--- src/nsx_regs.svh ---
`ifndef NSX_REGS_SVH
`define NSX_REGS_SVH
// Operation
// - nibble swap sends file bits 3:0 to 7:4 and 7:4 to 3:0, flags kept.
// - swap: destination 0 writes the accumulator, 1 the file register.
// - direction load copies acc into direction register 6, flags kept.
// - acc xor an 8-bit literal goes to the accumulator and updates zero.
// - acc xor file register 0 to 31 updates zero, other flags kept.
// - file xor: destination 0 writes the accumulator, 1 the file register.
`define NSX_DIR_ADDR 5'h06
`define NSX_ACC_RESET 8'h00
`define NSX_DIR_RESET 8'hFF
`define NSX_ZERO_RESET 1'b0
`define NSX_DEST_ACC 1'b0
`define NSX_DEST_FILE 1'b1
`endif
--- src/nsx_pkg.sv ---
package nsx_pkg;
    typedef enum logic [4:0] {
        NSX_OP_NONE = 5'b00001,
        NSX_OP_SWAP = 5'b00010,
        NSX_OP_DIR = 5'b00100,
        NSX_OP_XORK = 5'b01000,
        NSX_OP_XORF = 5'b10000
    } nsx_op_t;
endpackage

--- src/nsx_alu.sv ---
`timescale 1ns/1ps
`include "nsx_regs.svh"
module nsx_alu #(
    parameter int WIDTH = 8
) (
    input wire nsx_pkg::nsx_op_t op_in,
    input wire logic [WIDTH-1:0] acc_in,
    input wire logic [WIDTH-1:0] file_in,
    input wire logic [WIDTH-1:0] imm_in,
    output logic [WIDTH-1:0] result_out,
    output logic zero_out
);
    import nsx_pkg::*;
    localparam int HALF = WIDTH / 2;
    if (WIDTH != 8) begin : g_width_check
        $error("nsx_alu: width must be 8");
    end
    always_comb begin
        unique case (op_in)
            NSX_OP_SWAP: result_out = {file_in[HALF-1:0],
                file_in[WIDTH-1:HALF]};
            NSX_OP_DIR: result_out = acc_in;
            NSX_OP_XORK: result_out = acc_in ^ imm_in;
            NSX_OP_XORF: result_out = acc_in ^ file_in;
            NSX_OP_NONE: result_out = acc_in;
            default: result_out = acc_in;
        endcase
    end
    assign zero_out = (result_out == '0);
endmodule // nsx_alu

--- src/nsx_core.sv ---
`timescale 1ns/1ps
`include "nsx_regs.svh"
module nsx_core #(
    parameter int WIDTH = 8,
    parameter int ADDR_W = 5
) (
    input wire logic clk_in,
    input wire logic rst_in,
    input wire logic valid_in,
    input wire nsx_pkg::nsx_op_t op_in,
    input wire logic dest_in,
    input wire logic [ADDR_W-1:0] addr_in,
    input wire logic [WIDTH-1:0] imm_in,
    input wire logic [WIDTH-1:0] file_rd_in,
    output logic [ADDR_W-1:0] file_addr_out,
    output logic file_we_out,
    output logic [WIDTH-1:0] file_wd_out,
    output logic [WIDTH-1:0] acc_out,
    output logic [WIDTH-1:0] dir_out,
    output logic zero_out,
    output logic done_out
);
    import nsx_pkg::*;
    if (WIDTH != 8 || ADDR_W != 5) begin : g_size_check
        $error("nsx_core: 8/5 only");
    end
    ////////////////////////////////////////////////////////////////
    logic [WIDTH-1:0] acc_reg;
    logic [WIDTH-1:0] dir_reg;
    logic zero_reg;
    logic done_reg;
    logic [WIDTH-1:0] result;
    logic res_zero;
    logic to_acc;
    logic to_file;
    logic upd_zero;

    nsx_alu #(.WIDTH(WIDTH)) u_alu (
        .op_in(op_in),
        .acc_in(acc_reg),
        .file_in(file_rd_in),
        .imm_in(imm_in),
        .result_out(result),
        .zero_out(res_zero)
    );

    // file read is combinational: the caller presents file_rd_in
    // for addr_in in the same cycle as valid_in
    assign file_addr_out = addr_in;
    always_comb begin
        to_acc = 1'b0;
        to_file = 1'b0;
        upd_zero = 1'b0;
        if (valid_in) begin
            unique case (op_in)
                NSX_OP_SWAP: begin
                    to_acc = (dest_in == `NSX_DEST_ACC);
                    to_file = (dest_in == `NSX_DEST_FILE);
                end
                NSX_OP_XORF: begin
                    to_acc = (dest_in == `NSX_DEST_ACC);
                    to_file = (dest_in == `NSX_DEST_FILE);
                    upd_zero = 1'b1;
                end
                NSX_OP_XORK: begin
                    to_acc = 1'b1;
                    upd_zero = 1'b1;
                end
                NSX_OP_DIR: begin
                end
                NSX_OP_NONE: begin
                end
                default: begin
                end
            endcase
        end
    end
    assign file_we_out = to_file;
    assign file_wd_out = result;
    ////////////////////////////////////////////////////////////////
    always_ff @(posedge clk_in or posedge rst_in) begin
        if (rst_in) begin
            acc_reg <= `NSX_ACC_RESET;
        end else if (to_acc) begin
            acc_reg <= result;
        end
    end
    // only one direction register exists, so the address is implicit
    always_ff @(posedge clk_in or posedge rst_in) begin
        if (rst_in) begin
            dir_reg <= `NSX_DIR_RESET;
        end else if (valid_in && op_in == NSX_OP_DIR) begin
            dir_reg <= acc_reg;
        end
    end
    always_ff @(posedge clk_in or posedge rst_in) begin
        if (rst_in) begin
            zero_reg <= `NSX_ZERO_RESET;
        end else if (upd_zero) begin
            zero_reg <= res_zero;
        end
    end
    always_ff @(posedge clk_in or posedge rst_in) begin
        if (rst_in) begin
            done_reg <= 1'b0;
        end else begin
            done_reg <= valid_in;
        end
    end
    assign acc_out = acc_reg;
    assign dir_out = dir_reg;
    assign zero_out = zero_reg;
    assign done_out = done_reg;
    ////////////////////////////////////////////////////////////////
    property p_swap_nibbles;
        @(posedge clk_in) disable iff (rst_in)
        valid_in && op_in == NSX_OP_SWAP && dest_in
        |-> file_we_out && file_wd_out == {file_rd_in[3:0], file_rd_in[7:4]};
    endproperty
    a_swap_nibbles: assert property (p_swap_nibbles)
        else $error("swap result wrong");
    property p_swap_flags;
        @(posedge clk_in) disable iff (rst_in)
        valid_in && op_in == NSX_OP_SWAP |=> $stable(zero_reg);
    endproperty
    a_swap_flags: assert property (p_swap_flags)
        else $error("swap touched zero");
    property p_swap_acc;
        @(posedge clk_in) disable iff (rst_in)
        valid_in && op_in == NSX_OP_SWAP && !dest_in
        |=> !$past(file_we_out)
            && acc_reg == {$past(file_rd_in[3:0]), $past(file_rd_in[7:4])};
    endproperty
    a_swap_acc: assert property (p_swap_acc)
        else $error("swap to acc wrong");
    property p_dir_load;
        @(posedge clk_in) disable iff (rst_in)
        valid_in && op_in == NSX_OP_DIR
        |=> dir_reg == $past(acc_reg) && $stable(zero_reg)
            && $stable(acc_reg);
    endproperty
    a_dir_load: assert property (p_dir_load)
        else $error("direction load wrong");
    property p_xork;
        @(posedge clk_in) disable iff (rst_in)
        valid_in && op_in == NSX_OP_XORK
        |=> acc_reg == ($past(acc_reg) ^ $past(imm_in));
    endproperty
    a_xork: assert property (p_xork)
        else $error("immediate xor wrong");
    property p_xorf_file;
        @(posedge clk_in) disable iff (rst_in)
        valid_in && op_in == NSX_OP_XORF && dest_in
        |-> file_we_out && file_wd_out == (acc_reg ^ file_rd_in)
            ##1 $stable(acc_reg);
    endproperty
    a_xorf_file: assert property (p_xorf_file)
        else $error("file xor wrong");
    property p_xorf_acc;
        @(posedge clk_in) disable iff (rst_in)
        valid_in && op_in == NSX_OP_XORF && !dest_in
        |-> !file_we_out ##1 acc_reg == ($past(acc_reg) ^ $past(file_rd_in));
    endproperty
    a_xorf_acc: assert property (p_xorf_acc)
        else $error("file xor dest wrong");
    property p_zero;
        @(posedge clk_in) disable iff (rst_in)
        valid_in && (op_in == NSX_OP_XORK || op_in == NSX_OP_XORF)
        |=> zero_reg == ($past(result) == 8'h00);
    endproperty
    a_zero: assert property (p_zero)
        else $error("zero flag wrong");
    // a stray write strobe would corrupt a file register silently
    property p_we_only;
        @(posedge clk_in) disable iff (rst_in)
        file_we_out |-> valid_in && dest_in
            && (op_in == NSX_OP_SWAP || op_in == NSX_OP_XORF);
    endproperty
    a_we_only: assert property (p_we_only)
        else $error("unexpected file write");
    property p_swap_keep_acc;
        @(posedge clk_in) disable iff (rst_in)
        valid_in && op_in == NSX_OP_SWAP && dest_in |=> $stable(acc_reg);
    endproperty
    a_swap_keep_acc: assert property (p_swap_keep_acc)
        else $error("swap to file changed acc");
    property p_dir_no_write;
        @(posedge clk_in) disable iff (rst_in)
        valid_in && op_in == NSX_OP_DIR |-> !file_we_out;
    endproperty
    a_dir_no_write: assert property (p_dir_no_write)
        else $error("direction load wrote file");
    property p_xork_no_write;
        @(posedge clk_in) disable iff (rst_in)
        valid_in && op_in == NSX_OP_XORK |-> !file_we_out;
    endproperty
    a_xork_no_write: assert property (p_xork_no_write)
        else $error("immediate xor wrote file");
    property p_xorf_addr;
        @(posedge clk_in) disable iff (rst_in)
        valid_in && op_in == NSX_OP_XORF |-> file_addr_out == addr_in;
    endproperty
    a_xorf_addr: assert property (p_xorf_addr)
        else $error("file xor address wrong");
    property p_zero_hold;
        @(posedge clk_in) disable iff (rst_in)
        !(valid_in && (op_in == NSX_OP_XORK || op_in == NSX_OP_XORF))
        |=> $stable(zero_reg);
    endproperty
    a_zero_hold: assert property (p_zero_hold)
        else $error("zero changed without xor");
    property p_zero_set;
        @(posedge clk_in) disable iff (rst_in)
        valid_in && op_in == NSX_OP_XORK && acc_reg == imm_in
        |=> zero_reg;
    endproperty
    a_zero_set: assert property (p_zero_set)
        else $error("zero not set");
    c_swap: cover property (@(posedge clk_in) disable iff (rst_in)
        valid_in && op_in == NSX_OP_SWAP && dest_in);
    c_dir: cover property (@(posedge clk_in) disable iff (rst_in)
        valid_in && op_in == NSX_OP_DIR);
    c_xork_zero: cover property (@(posedge clk_in) disable iff (rst_in)
        valid_in && op_in == NSX_OP_XORK ##1 zero_reg);
    c_xorf_acc: cover property (@(posedge clk_in) disable iff (rst_in)
        valid_in && op_in == NSX_OP_XORF && !dest_in);
    c_swap_acc: cover property (@(posedge clk_in) disable iff (rst_in)
        valid_in && op_in == NSX_OP_SWAP && !dest_in);
endmodule // nsx_core

--- config.mk ---
export PLATFORM = sky130hd
export DESIGN_NAME = nsx_core
export DESIGN_NICKNAME = d
export VERILOG_FILES = /design/src/nsx_pkg.sv /design/src/nsx_alu.sv /design/src/nsx_core.sv
export VERILOG_INCLUDE_DIRS = /design/src
export SDC_FILE = /design/constraint.sdc
export NUM_CORES = 1
export LEC_CHECK = 0
export BUFFER_PORTS_ARGS = -buffer_cell sky130_fd_sc_hd__buf_2
export CAP_MARGIN = 20
export CORE_ASPECT_RATIO = 1.2
export CORE_MARGIN = 5
export CORE_UTILIZATION = 46
export DETAILED_ROUTE_END_ITERATION = 10
export GPL_ROUTABILITY_DRIVEN = 0
export PLACE_DENSITY = 0.86
export SLEW_MARGIN = 20
export SYNTH_ARGS = -nofsm -noshare
export SYNTH_HDL_FRONTEND = slang
export SYNTH_SLANG_ARGS = --single-unit
--- constraint.sdc ---
create_clock -name clk_in -period 1.8 [get_ports clk_in]
set_input_delay 0.09 -clock clk_in [delete_from_list [all_inputs] [get_ports clk_in]]
set_output_delay 0.09 -clock clk_in [all_outputs]
set_load 0.02 [all_outputs]
Word-level counts from Yosys, hierarchy flattened
Cells that the tools add are included.

word-level totals
  memory bits (writable) = 0
  output and inout bits = 32
  bits of input ports = 30
  bits in latches = 0
  flip-flop bits (word level) = 18
  logic and storage cells = 22
  bits in read-only memories = 0
  memories = 0

operators by class
  div/mod/pow operators = 0
  bitwise operators = 3
  $add $sub $neg = 0
  eq/ne operators = 4
  multipliers = 0
  reduce and logical (&&, ||, !) cells = 4
  muxes and demuxes = 7
  $lt $le $gt $ge = 0
  shift-type cells = 0

operator list
  operator                                                         number
  8-bit one-hot mux with 3 select lines                            1
  8-bit bitwise XOR                                                2
  8-bit zero test                                                  1
  5-bit by 2-bit == test with 1-bit output, second input constant  1
  5-bit by 3-bit == test with 1-bit output, second input constant  1
  5-bit by 4-bit == test with 1-bit output, second input constant  1
  5-bit == test, second input constant                             1
  1-bit 2-to-1 mux                                                 5
  2-bit OR reduction                                               2
  1-bit one-hot mux with 2 select lines                            1
  1-bit logical AND                                                1
  1-bit inverter                                                   1

Depth between registers and ports, before layout
Gate-level depths: netlist of the first run.

  depth after elaboration = 4
  depth in mapped cells = 7
  gate-level depth less buffers = 6

Modules after synthesis
From an unflattened synthesis of the first run, not the netlist that was laid out.

second synthesis, totals
  cell total of the unflattened synthesis = 144
  area, all modules = 1386.3 µm²

by module, submodules not included
  module    cells each  instances  area each (µm²)
  nsx_core  81          1          940.9
  nsx_alu   63          1          445.4

Worst setup path after synthesis of the first run
No wires, ideal clock.

  path type = input to register
  from = input port op_in[3]
  to = register zero_reg (netlist: zero_out)
  data arrival time = 1.957 ns
  stages = 7
  buffers on the path = 1
  required time = 1.679 ns
  path slack = -0.277 ns
  path through = buf_6 -> nor4b_4 -> and3_1 -> nor3_1 -> o31ai_1 -> nor4_2 -> a41o_1

on the way
  elaborated cells on any way between the ends = 8
  those cells by class = 3 x eq/ne; 3 x mux; 2 x reduce/logical

RTL lines
  item                                         line             source
  from (decl)                                  nsx_core.sv:10   input wire nsx_pkg::nsx_op_t op_in,
  5-bit == test, or another cell as far along  nsx_alu.sv:19    unique case (op_in)
  8-bit one-hot mux with 3 select lines *      nsx_alu.sv:19
  via file_wd_out[6]                           nsx_core.sv:17   output logic [WIDTH-1:0] file_wd_out,
  8-bit zero test *                            nsx_alu.sv:29    assign zero_out = (result_out == '0);
  to (signal assigned)                         nsx_core.sv:98   zero_reg <= `NSX_ZERO_RESET;
  to (signal assigned)                         nsx_core.sv:100  zero_reg <= res_zero;
  to (decl)                                    nsx_core.sv:30   logic zero_reg;

The timed path passes the listed nets; every way through them passes the cells marked *.
A chain may end at the register's enable or synchronous reset.

Worst setup path in the final report of the first run
  from = input port op_in[3]
  to = output port file_wd_out[1]

on the way
  longest elaborated chain between the ends = 2
  elaborated cells on any way between the ends = 4
  those cells by class = 3 x eq/ne; 1 x mux

RTL lines
  item                                         line
  5-bit == test, or another cell as far along  nsx_alu.sv:19
  8-bit one-hot mux with 3 select lines *      nsx_alu.sv:19
  to (decl)                                    nsx_core.sv:17

Every way passes the cells marked *; elsewhere a longest branch is shown, timed or not.

==> impl.org, run 1 <==
** Status
- Run status :: finished with violations
- The checks that failed: negative setup slack.

** Timing
- Post-layout min period :: around 1.8 ns
- The number of max-slew violations in the final report was 0.
- Least setup slack across all paths after layout :: -0.00658 ns
- After layout, the worst path uses 100% of the clock period.
- The tightest hold path in the finished design has a slack of roughly 0.18 ns.
- Setup repair after global routing could not meet its margin everywhere.
- Sum of negative setup slack :: -0.00658 ns
- Setup violations remaining at the end of the flow were counted as 1.
- Highest attainable clock frequency :: 554 MHz
- For the final database, setup skew stands at 0.0169 ns.
- In this run the tightest slew margin relative to its limit is a little over half.
- Slew @ Worst Pin :: ~0.7 ns
- The hold violation count in the final report was 0.

** Synthesis
- Yosys printed 0 warnings.
- Among all flip-flop cells after synthesis, the most frequent one is sky130_fd_sc_hd__dfrtp_1.
- Post-synthesis instance area :: around 1300 um2
- In this run the mean area of a mapped cell was between 10 and 15 um2.
- Post-synthesis cell type count :: 42
- In the synthesized netlist, the number of instances is 120.
- Syn nets :: 150
- Sequential element share of the synthesized area :: ~37%
- Post-synthesis sequential element count :: 18
- FFs w/ async S/R, synth :: 100%
- In this run, synthesis inferred 0 flip-flops with an integrated enable.

** Clocking
- In this run, CTS created clock tree buffers numbering 3.
- CTS placed an instance of sky130_fd_sc_hd__clkbuf_4 at the clock tree root.
- Sink count of the clock tree :: 18
- TritonCTS clock tree :: done
- Counting along the longest clock path gives a buffer depth of 2.
- Clock insertion delay at the later pin of the skew report :: roughly 0.30 ns
- CTS built an H-tree with a depth of 1.

** Final layout
- Share of layout cells above drive strength 1 :: 62.3%
- The finished layout holds 224 standard cells, fillers aside.
- Relative to the synthesized area, the layout overhead comes to 42.7%.
- Number of filler cells placed in the layout :: 190
- The number of antenna diodes in the final layout is 0.
- Multi-input gate area :: between 700 and 800 um2
- Cells fill a little over two thirds of the core in the end.
- Sequential cell area :: ~460 um2
- Summed area of non-filler cells in the final layout :: approximately 1800 um2
- Net total in the final layout :: around 220

** Global routing
- Largest net degree at the start of global routing :: 19
- The first global-routing pass estimated 6.35 mm of wire.
- Number of global-route vias before repair :: about 1400
- For this run the aggregate overflow at the end of global routing stands at 0.
- GR Util All Layers :: between 20% and 30%
- Number of antenna violations at the first check in global routing :: 0

** Worst hold path
- Path category of the worst min-delay check :: input port to output port
- Cell count of the worst hold path :: 0
- The startpoint identified for the worst hold timing path is addr_in[2].
- The path with the worst hold slack has its endpoint at file_addr_out[2].

** Drt
- Routed WL :: roughly 3.8 mm
- The routed design uses a little over 2 mm of met2 wire.
- Average vias per placed instance :: about 5.7
- The routed design uses between 300 and 400 um of met3 wire.
- Detailed-routing wirelength on met1 :: 1.43 mm
- The detail route stage leaves a number of antenna-violating nets equal to 0.
- Via count :: 1278
- Routed wire length per instance :: 16.9 um
- Number of search-and-repair iterations in the first detailed-routing pass :: 4
- The highest layer touched by signal routing is met4.
- After the first detailed-routing iteration, the DRC count stood at between 40 and 50.
- In the routed design, unresolved DRC markers number 0.

** Worst setup path
- Setup slack of the most critical reg-to-reg path :: ~0.42 ns
- STA puts the critical path data required time at 1.71 ns.
- Worst Path Arrival :: approximately 1.7 ns
- The worst setup path is captured at an output port.
- The worst setup path is of the input port to output port kind.
- Worst reg2reg endpoint :: zero_out
- CP Max Fanout :: 4
- Critical path's slowest cell :: sky130_fd_sc_hd__or4b_4
- The worst setup path is launched from an input port.
- Traced cell by cell, the critical path runs through buf_8, or4b_4, nor2_4, mux2i_4, xnor2_2, a21oi_2, inv_1, buf_6.
- Path depth of the worst reg2reg path :: 4
- RR Startpoint :: acc_out[6]
- Slowest stage delay, CP :: 0.57 ns

** Pwr
- Power Dens Cells :: ~650 nW/um2
- Overall power :: ~1.2 mW
- Maximum ir drop on the vdd rail :: 547 uV
- Leakage component of the power :: 0.906 nW

** Floorplanning
- Initial Utilization :: between 40% and 50%
- Rows :: 20
- Placeable core area :: about 2600 um2
- Horizontal die dimension :: roughly 58 um
- Die height :: around 67 um
- Number of top-level pins :: 62
- Die ar. :: around 3900 um2

** Place
- Total cell area at the placement stage :: approximately 1600 um2
- Port buffering added between 50 and 60 buffers.
- Minimum setup slack after placement :: -0.164 ns
- After detailed placement, the design holds a cell count of around 220.
- Placed wire-length estimate after detailed placement :: roughly 2.9 mm

** Flow run
- # Max-Cap Violations :: 0
-- sequential cells by signal, indices dropped and copies added (netlist names) --
name and count:
zero_out 1, done_out 1, acc_out 8, dir_out 8
-- layer usage --
metal	vias to the layer above	GRT usage, %
met2	59	38.3
met4	0	8.41
li1	600	-
met3	4	5.74
met5	-	0
met1	615	21.9
-- how the worst max path moves through the flow --
stage	slack, ns	endpoint	start
final	-0.007	file_wd_out[1]	op_in[3]
after detailed placement	-0.16	file_wd_out[0]	op_in[3]
after global placement	-0.1	zero_out	op_in[0]
after global routing	-0.06	file_wd_out[1]	op_in[3]
after CTS	0.01	file_wd_out[1]	op_in[3]
after floorplan	-0.14	acc_out[7]	op_in[3]
-- cells in the mapped netlist, types with 2 or more instances --
master / n / area, um2
sky130_fd_sc_hd__dfrtp_1: 10 / 250
sky130_fd_sc_hd__buf_6: 2 / 22.5
sky130_fd_sc_hd__nand2_1: 4 / 15.0
sky130_fd_sc_hd__mux2_2: 14 / 158
sky130_fd_sc_hd__a21boi_1: 2 / 15.0
sky130_fd_sc_hd__a211o_1: 2 / 17.5
sky130_fd_sc_hd__o21ai_0: 6 / 30.0
sky130_fd_sc_hd__xnor2_1: 3 / 26.3
sky130_fd_sc_hd__o21a_1: 2 / 15.0
sky130_fd_sc_hd__nor2_1: 5 / 18.8
sky130_fd_sc_hd__nand4_1: 2 / 12.5
sky130_fd_sc_hd__a221o_1: 2 / 20.0
sky130_fd_sc_hd__a22oi_1: 4 / 30.0
sky130_fd_sc_hd__a211oi_1: 2 / 15.0
sky130_fd_sc_hd__o21ai_1: 2 / 10.0
sky130_fd_sc_hd__and3_1: 2 / 12.5
sky130_fd_sc_hd__a22o_2: 2 / 20.0
sky130_fd_sc_hd__mux2i_1: 2 / 20.0
sky130_fd_sc_hd__buf_4: 5 / 37.5
sky130_fd_sc_hd__nor3_1: 3 / 15.0
sky130_fd_sc_hd__nand3_1: 8 / 40.0
sky130_fd_sc_hd__a21oi_1: 3 / 15.0
sky130_fd_sc_hd__dfstp_2: 8 / 210
sky130_fd_sc_hd__a31o_1: 2 / 17.5
sky130_fd_sc_hd__inv_1: 5 / 18.8
sky130_fd_sc_hd__nor3_2: 2 / 20.0
-- layout make-up --
class	instances	area share [%]
repair buffers	74	25.7
multi-input cells	90	43.4
well taps	33	2.29
flip-flops and latches	18	25.6
clock buffers	4	2.02
inverters	5	1.04
-- cell usage in the layout, fill, tap and decap left out, types with 3 or more instances in the layout --
master	n
sky130_fd_sc_hd__dfstp_2	8
sky130_fd_sc_hd__buf_6	3
sky130_fd_sc_hd__inv_1	5
sky130_fd_sc_hd__a22oi_1	4
sky130_fd_sc_hd__nand3_1	8
sky130_fd_sc_hd__nor2_1	3
sky130_fd_sc_hd__clkbuf_4	3
sky130_fd_sc_hd__dfrtp_1	10
sky130_fd_sc_hd__nand2_1	4
sky130_fd_sc_hd__o21ai_0	5
sky130_fd_sc_hd__buf_4	21
sky130_fd_sc_hd__buf_2	47
sky130_fd_sc_hd__nor3_1	3
sky130_fd_sc_hd__mux2_2	14
-- report_power, final --
| part | total, mW | switching [mW] | internal, mW |
|---|---|---|---|
| Clock | 0.252 | 0.129 | 0.123 |
| Combinational | 0.432 | 0.238 | 0.193 |
| Sequential | 0.488 | 0.0403 | 0.448 |
-- worst max-delay path, delay by kind of cell --
kind	cells	cell delay, ns
and+or+nand+nor	2	0.75
buffers and inverters	3	0.30
muxes	1	0.29
AOI/OAI and AO/OA	1	0.17
xor gates and xnor gates	1	0.10
-- cell families (layout without fill, tap and decap cells) --
family / count (synthesis) / in the layout / share of synthesized area (%)
and+or+nand+nor: 35 / 35 / 18.6
AOI/OAI and AO/OA: 35 / 35 / 21.8
buffers and inverters: 12 / 83 / 6.25
xor gates and xnor gates: 4 / 4 / 2.78
muxes: 16 / 16 / 14.1
DFF: 18 / 18 / 36.5
-- timing repair --
item	CTS	global route
setup endpoints to repair	2	7
pin swaps	2	2
gates resized for setup	5	17
setup buffers	0	2
hold buffers	2	0
hold endpoints to repair	11	0
Power figures use the tool's default switching activity.
==> inputs of run 2 (changes only) <==
--- a/config.mk
+++ b/config.mk
@@ -10,10 +10,11 @@
 export CAP_MARGIN = 20
 export CORE_ASPECT_RATIO = 1.2
 export CORE_MARGIN = 5
-export CORE_UTILIZATION = 46
+export CORE_UTILIZATION = 47
+export CTS_BUF_LIST = sky130_fd_sc_hd__clkbuf_4
 export DETAILED_ROUTE_END_ITERATION = 10
 export GPL_ROUTABILITY_DRIVEN = 0
-export PLACE_DENSITY = 0.86
+export PLACE_DENSITY = 0.88
 export SLEW_MARGIN = 20
 export SYNTH_ARGS = -nofsm -noshare
 export SYNTH_HDL_FRONTEND = slang
==> impl.org, run 2 (same netlist as run 1, synthesis figures left out) <==
** Status
- Run status :: finished, final reports clean (was finished with violations)

** Drt
- Number of search-and-repair iterations in the first detailed-routing pass :: 6 (was 4)
- The residual DRC count is 0 (unchanged).
- Detailed-routing wirelength on met1 :: 1.63 mm (was 1.43 mm)
- Average vias per placed instance :: 6.17 (was 5.71)
- The detailed-route via count was 1412 (was 1278).
- Top Layer Used :: met4 (unchanged)
- Detail Route Antenna Nets :: 0 (unchanged)
- Met2 layer wire length in the routed design :: 2.19 mm (was 2.02 mm)
- The initial detailed-routing violation count came to 154 (was 49).
- The detailed-route wire length is 4.44 mm (was 3.78 mm).
- The average wire length per cell after detail routing is 19.4 um (was 16.9 um).
- Routed met3 length :: 388 um (was 315 um)

** Flow run
- The number of maximum-capacitance violations was 0 (unchanged).

** Clocking
- H-tree levels :: 1 (unchanged)
- TritonCTS clock tree :: done (unchanged)
- The CTS sink count came to 18 (unchanged).
- The number of buffers on the longest clock path came to 2 (unchanged).
- The root cell of the clock tree is sky130_fd_sc_hd__clkbuf_4 (unchanged).
- Clock insertion delay at the later pin of the skew report :: 0.31 ns (was 0.30 ns)
- Clock buffer count from CTS :: 3 (unchanged)

** Final layout
- Multi-input gate area :: 777 um2 (was 781 um2)
- The number of antenna repair diodes was 0 (unchanged).
- Sequential cell area :: 460 um2 (unchanged)
- Most frequent cells in the layout :: sky130_fd_sc_hd__buf_2 (47), sky130_fd_sc_hd__buf_4 (25), sky130_fd_sc_hd__mux2_2 (14) (was sky130_fd_sc_hd__buf_2 (47), sky130_fd_sc_hd__buf_4 (21), sky130_fd_sc_hd__mux2_2 (14))
- The leading cell type in the layout, fill and taps excluded was sky130_fd_sc_hd__buf_2 (unchanged).
- The final layout net count was 227 (was 222).
- The share of cells above drive strength 1 is 61.7% (was 62.3%).
- Synthesis-to-finish area growth :: 44.8% (was 42.7%)
- Number of filler cells placed in the layout :: 188 (was 190)

** Timing
- Clock skew :: 0.00426 ns (was 0.0169 ns)
- The worst relative slew slack came to 51.9% (was 54.2%).
- Highest attainable clock frequency :: 556 MHz (was 554 MHz)
- The fraction of the cycle the final worst path needs came to 99.9% (was 100%).
- Slew @ Worst Pin :: 0.721 ns (was 0.687 ns)
- RSZ-0062 raised after global routing: yes (unchanged).
- The minimum clock period is 1.80 ns (was 1.81 ns).
- Sum of negative setup slack :: 0 ns (was -0.00658 ns)
- The hold violation count in the final report came to 0 (unchanged).
- Max-slew violations :: 0 (unchanged)
- The worst hold slack came to 0.180 ns (unchanged).
- Final setup vio count :: 0 (was 1)

** Place
- The total of buffers placed on input and output ports was 51 (unchanged).
- Placed wire-length estimate after detailed placement :: 2.97 mm (was 2.85 mm)

** Floorplanning
- The number of I/O pins came to 62 (unchanged).
- The die width was 57.3 um (was 57.8 um).
- The placement row count was 20 (unchanged).
- The area enclosed by the die boundary is 3820 um2 (was 3890 um2).
- Placeable core area :: 2550 um2 (was 2580 um2)
- Die height :: 66.7 um (was 67.4 um)
- Initial Utilization :: 49.4% (was 48.9%)

** Global routing
- Total congestion overflow after global routing :: 0 (unchanged)
- First-pass GRT wire length :: 6.48 mm (was 6.35 mm)
- Number of global-route vias before repair :: 1449 (was 1410)
- GR Util All Layers :: 22.1% (was 20.7%)
- The number of antenna violations at the first check in global routing came to 0 (unchanged).
- Largest net degree at the start of global routing :: 19 (unchanged)

** Worst hold path
- The class of the tightest hold or removal check is input port to output port (unchanged).

** Pwr
- The leakage power figure is 0.917 nW (was 0.906 nW).
- The total power density per cell area was 647 nW/um2 (was 651 nW/um2).
- The worst supply voltage drop on vdd was 523 uV (was 547 uV).

** Worst setup path
- The required time of the critical path is 1.71 ns (about the same).
- The kind of end point of the critical path is an output port (unchanged).
- The classification of the worst setup path is input port to output port (unchanged).
- The element type at the critical path start was an input port (unchanged).
- Worst Path Arrival :: 1.71 ns (was 1.72 ns)
- The top fanout value on the critical path came to 6 (was 4).
==> run 2: final cells by class <==
| class | count | share of cell area (%) |
|---|---|---|
| multi-input combinational | 90 | 42.5 |
| clock inverter | 1 | 0.205 |
| inverter | 5 | 1.03 |
| tap | 33 | 2.26 |
| timing repair buffer | 79 | 27.5 |
| sequential | 18 | 25.2 |
| clock buffer | 3 | 1.23 |
==> run 2: report_power, final <==
| group | internal [mW] | switching [mW] |
|---|---|---|
| logic | 0.209 | 0.259 |
| registers | 0.448 | 0.0434 |
| clock network | 0.0812 | 0.141 |
| total | 0.738 | 0.444 |
==> run 2: final timing paths <==
| check | startpoint | to | slack [ns] | depth (start not counted) |
|---|---|---|---|---|
| setup / recovery | op_in[2] | file_wd_out[7] | 0.001 | 6 |
| hold / removal | addr_in[3] | file_addr_out[3] | 0.18 | 0 |
| setup reg to reg | acc_out[5] | zero_out | 0.15 | 5 |
| hold reg to reg | dir_out[5] | dir_out[5] | 0.62 | 1 |
| max in group asynchronous | rst_in | done_out | 0.92 | 3 |
| min in group asynchronous | rst_in | acc_out[3] | 0.43 | 3 |
==> run 2: metrics by stage <==
stage	total power, mW	utilization, %	cells	worst slack, ns	cell area, um2
3_3_place_gp	0.870	64.8	217	-0.166	1650
2_1_floorplan	0.738	-	120	-0.139	1270
5_1_grt	1.24	71.6	229	-0.0495	1830
4_1_cts	1.12	67.5	223	0.00319	1720
6_report	1.18	71.6	229	0.00139	1830
3_5_place_dp	0.890	64.8	217	-0.227	1650
==> run 2: critical path, stage by stage <==
cell	delay [ns]
sky130_fd_sc_hd__buf_2	0.11
sky130_fd_sc_hd__or3_2	0.50
sky130_fd_sc_hd__o32a_4	0.28
sky130_fd_sc_hd__a31o_1	0.20
sky130_fd_sc_hd__a221o_1	0.35
sky130_fd_sc_hd__buf_2	0.19
==> run 2: repair_timing <==
| item | 4_1_cts | 5_1_grt |
|---|---|---|
| endpoints found under the hold margin | 11 | 0 |
| resized for setup | 5 | 16 |
| setup endpoints to repair | 2 | 6 |
| setup buffers | 0 | 6 |
| pin swaps | 1 | 8 |
| cloned | 0 | 0 |
| hold buffers | 2 | 0 |
==> run 2: metal layers <==
layer / vias up / global-route usage, %
li1: 606 / -
met1: 659 / 24.0
met2: 122 / 37.6
met3: 25 / 6.40
met4: 0 / 13.6
met5: - / 0
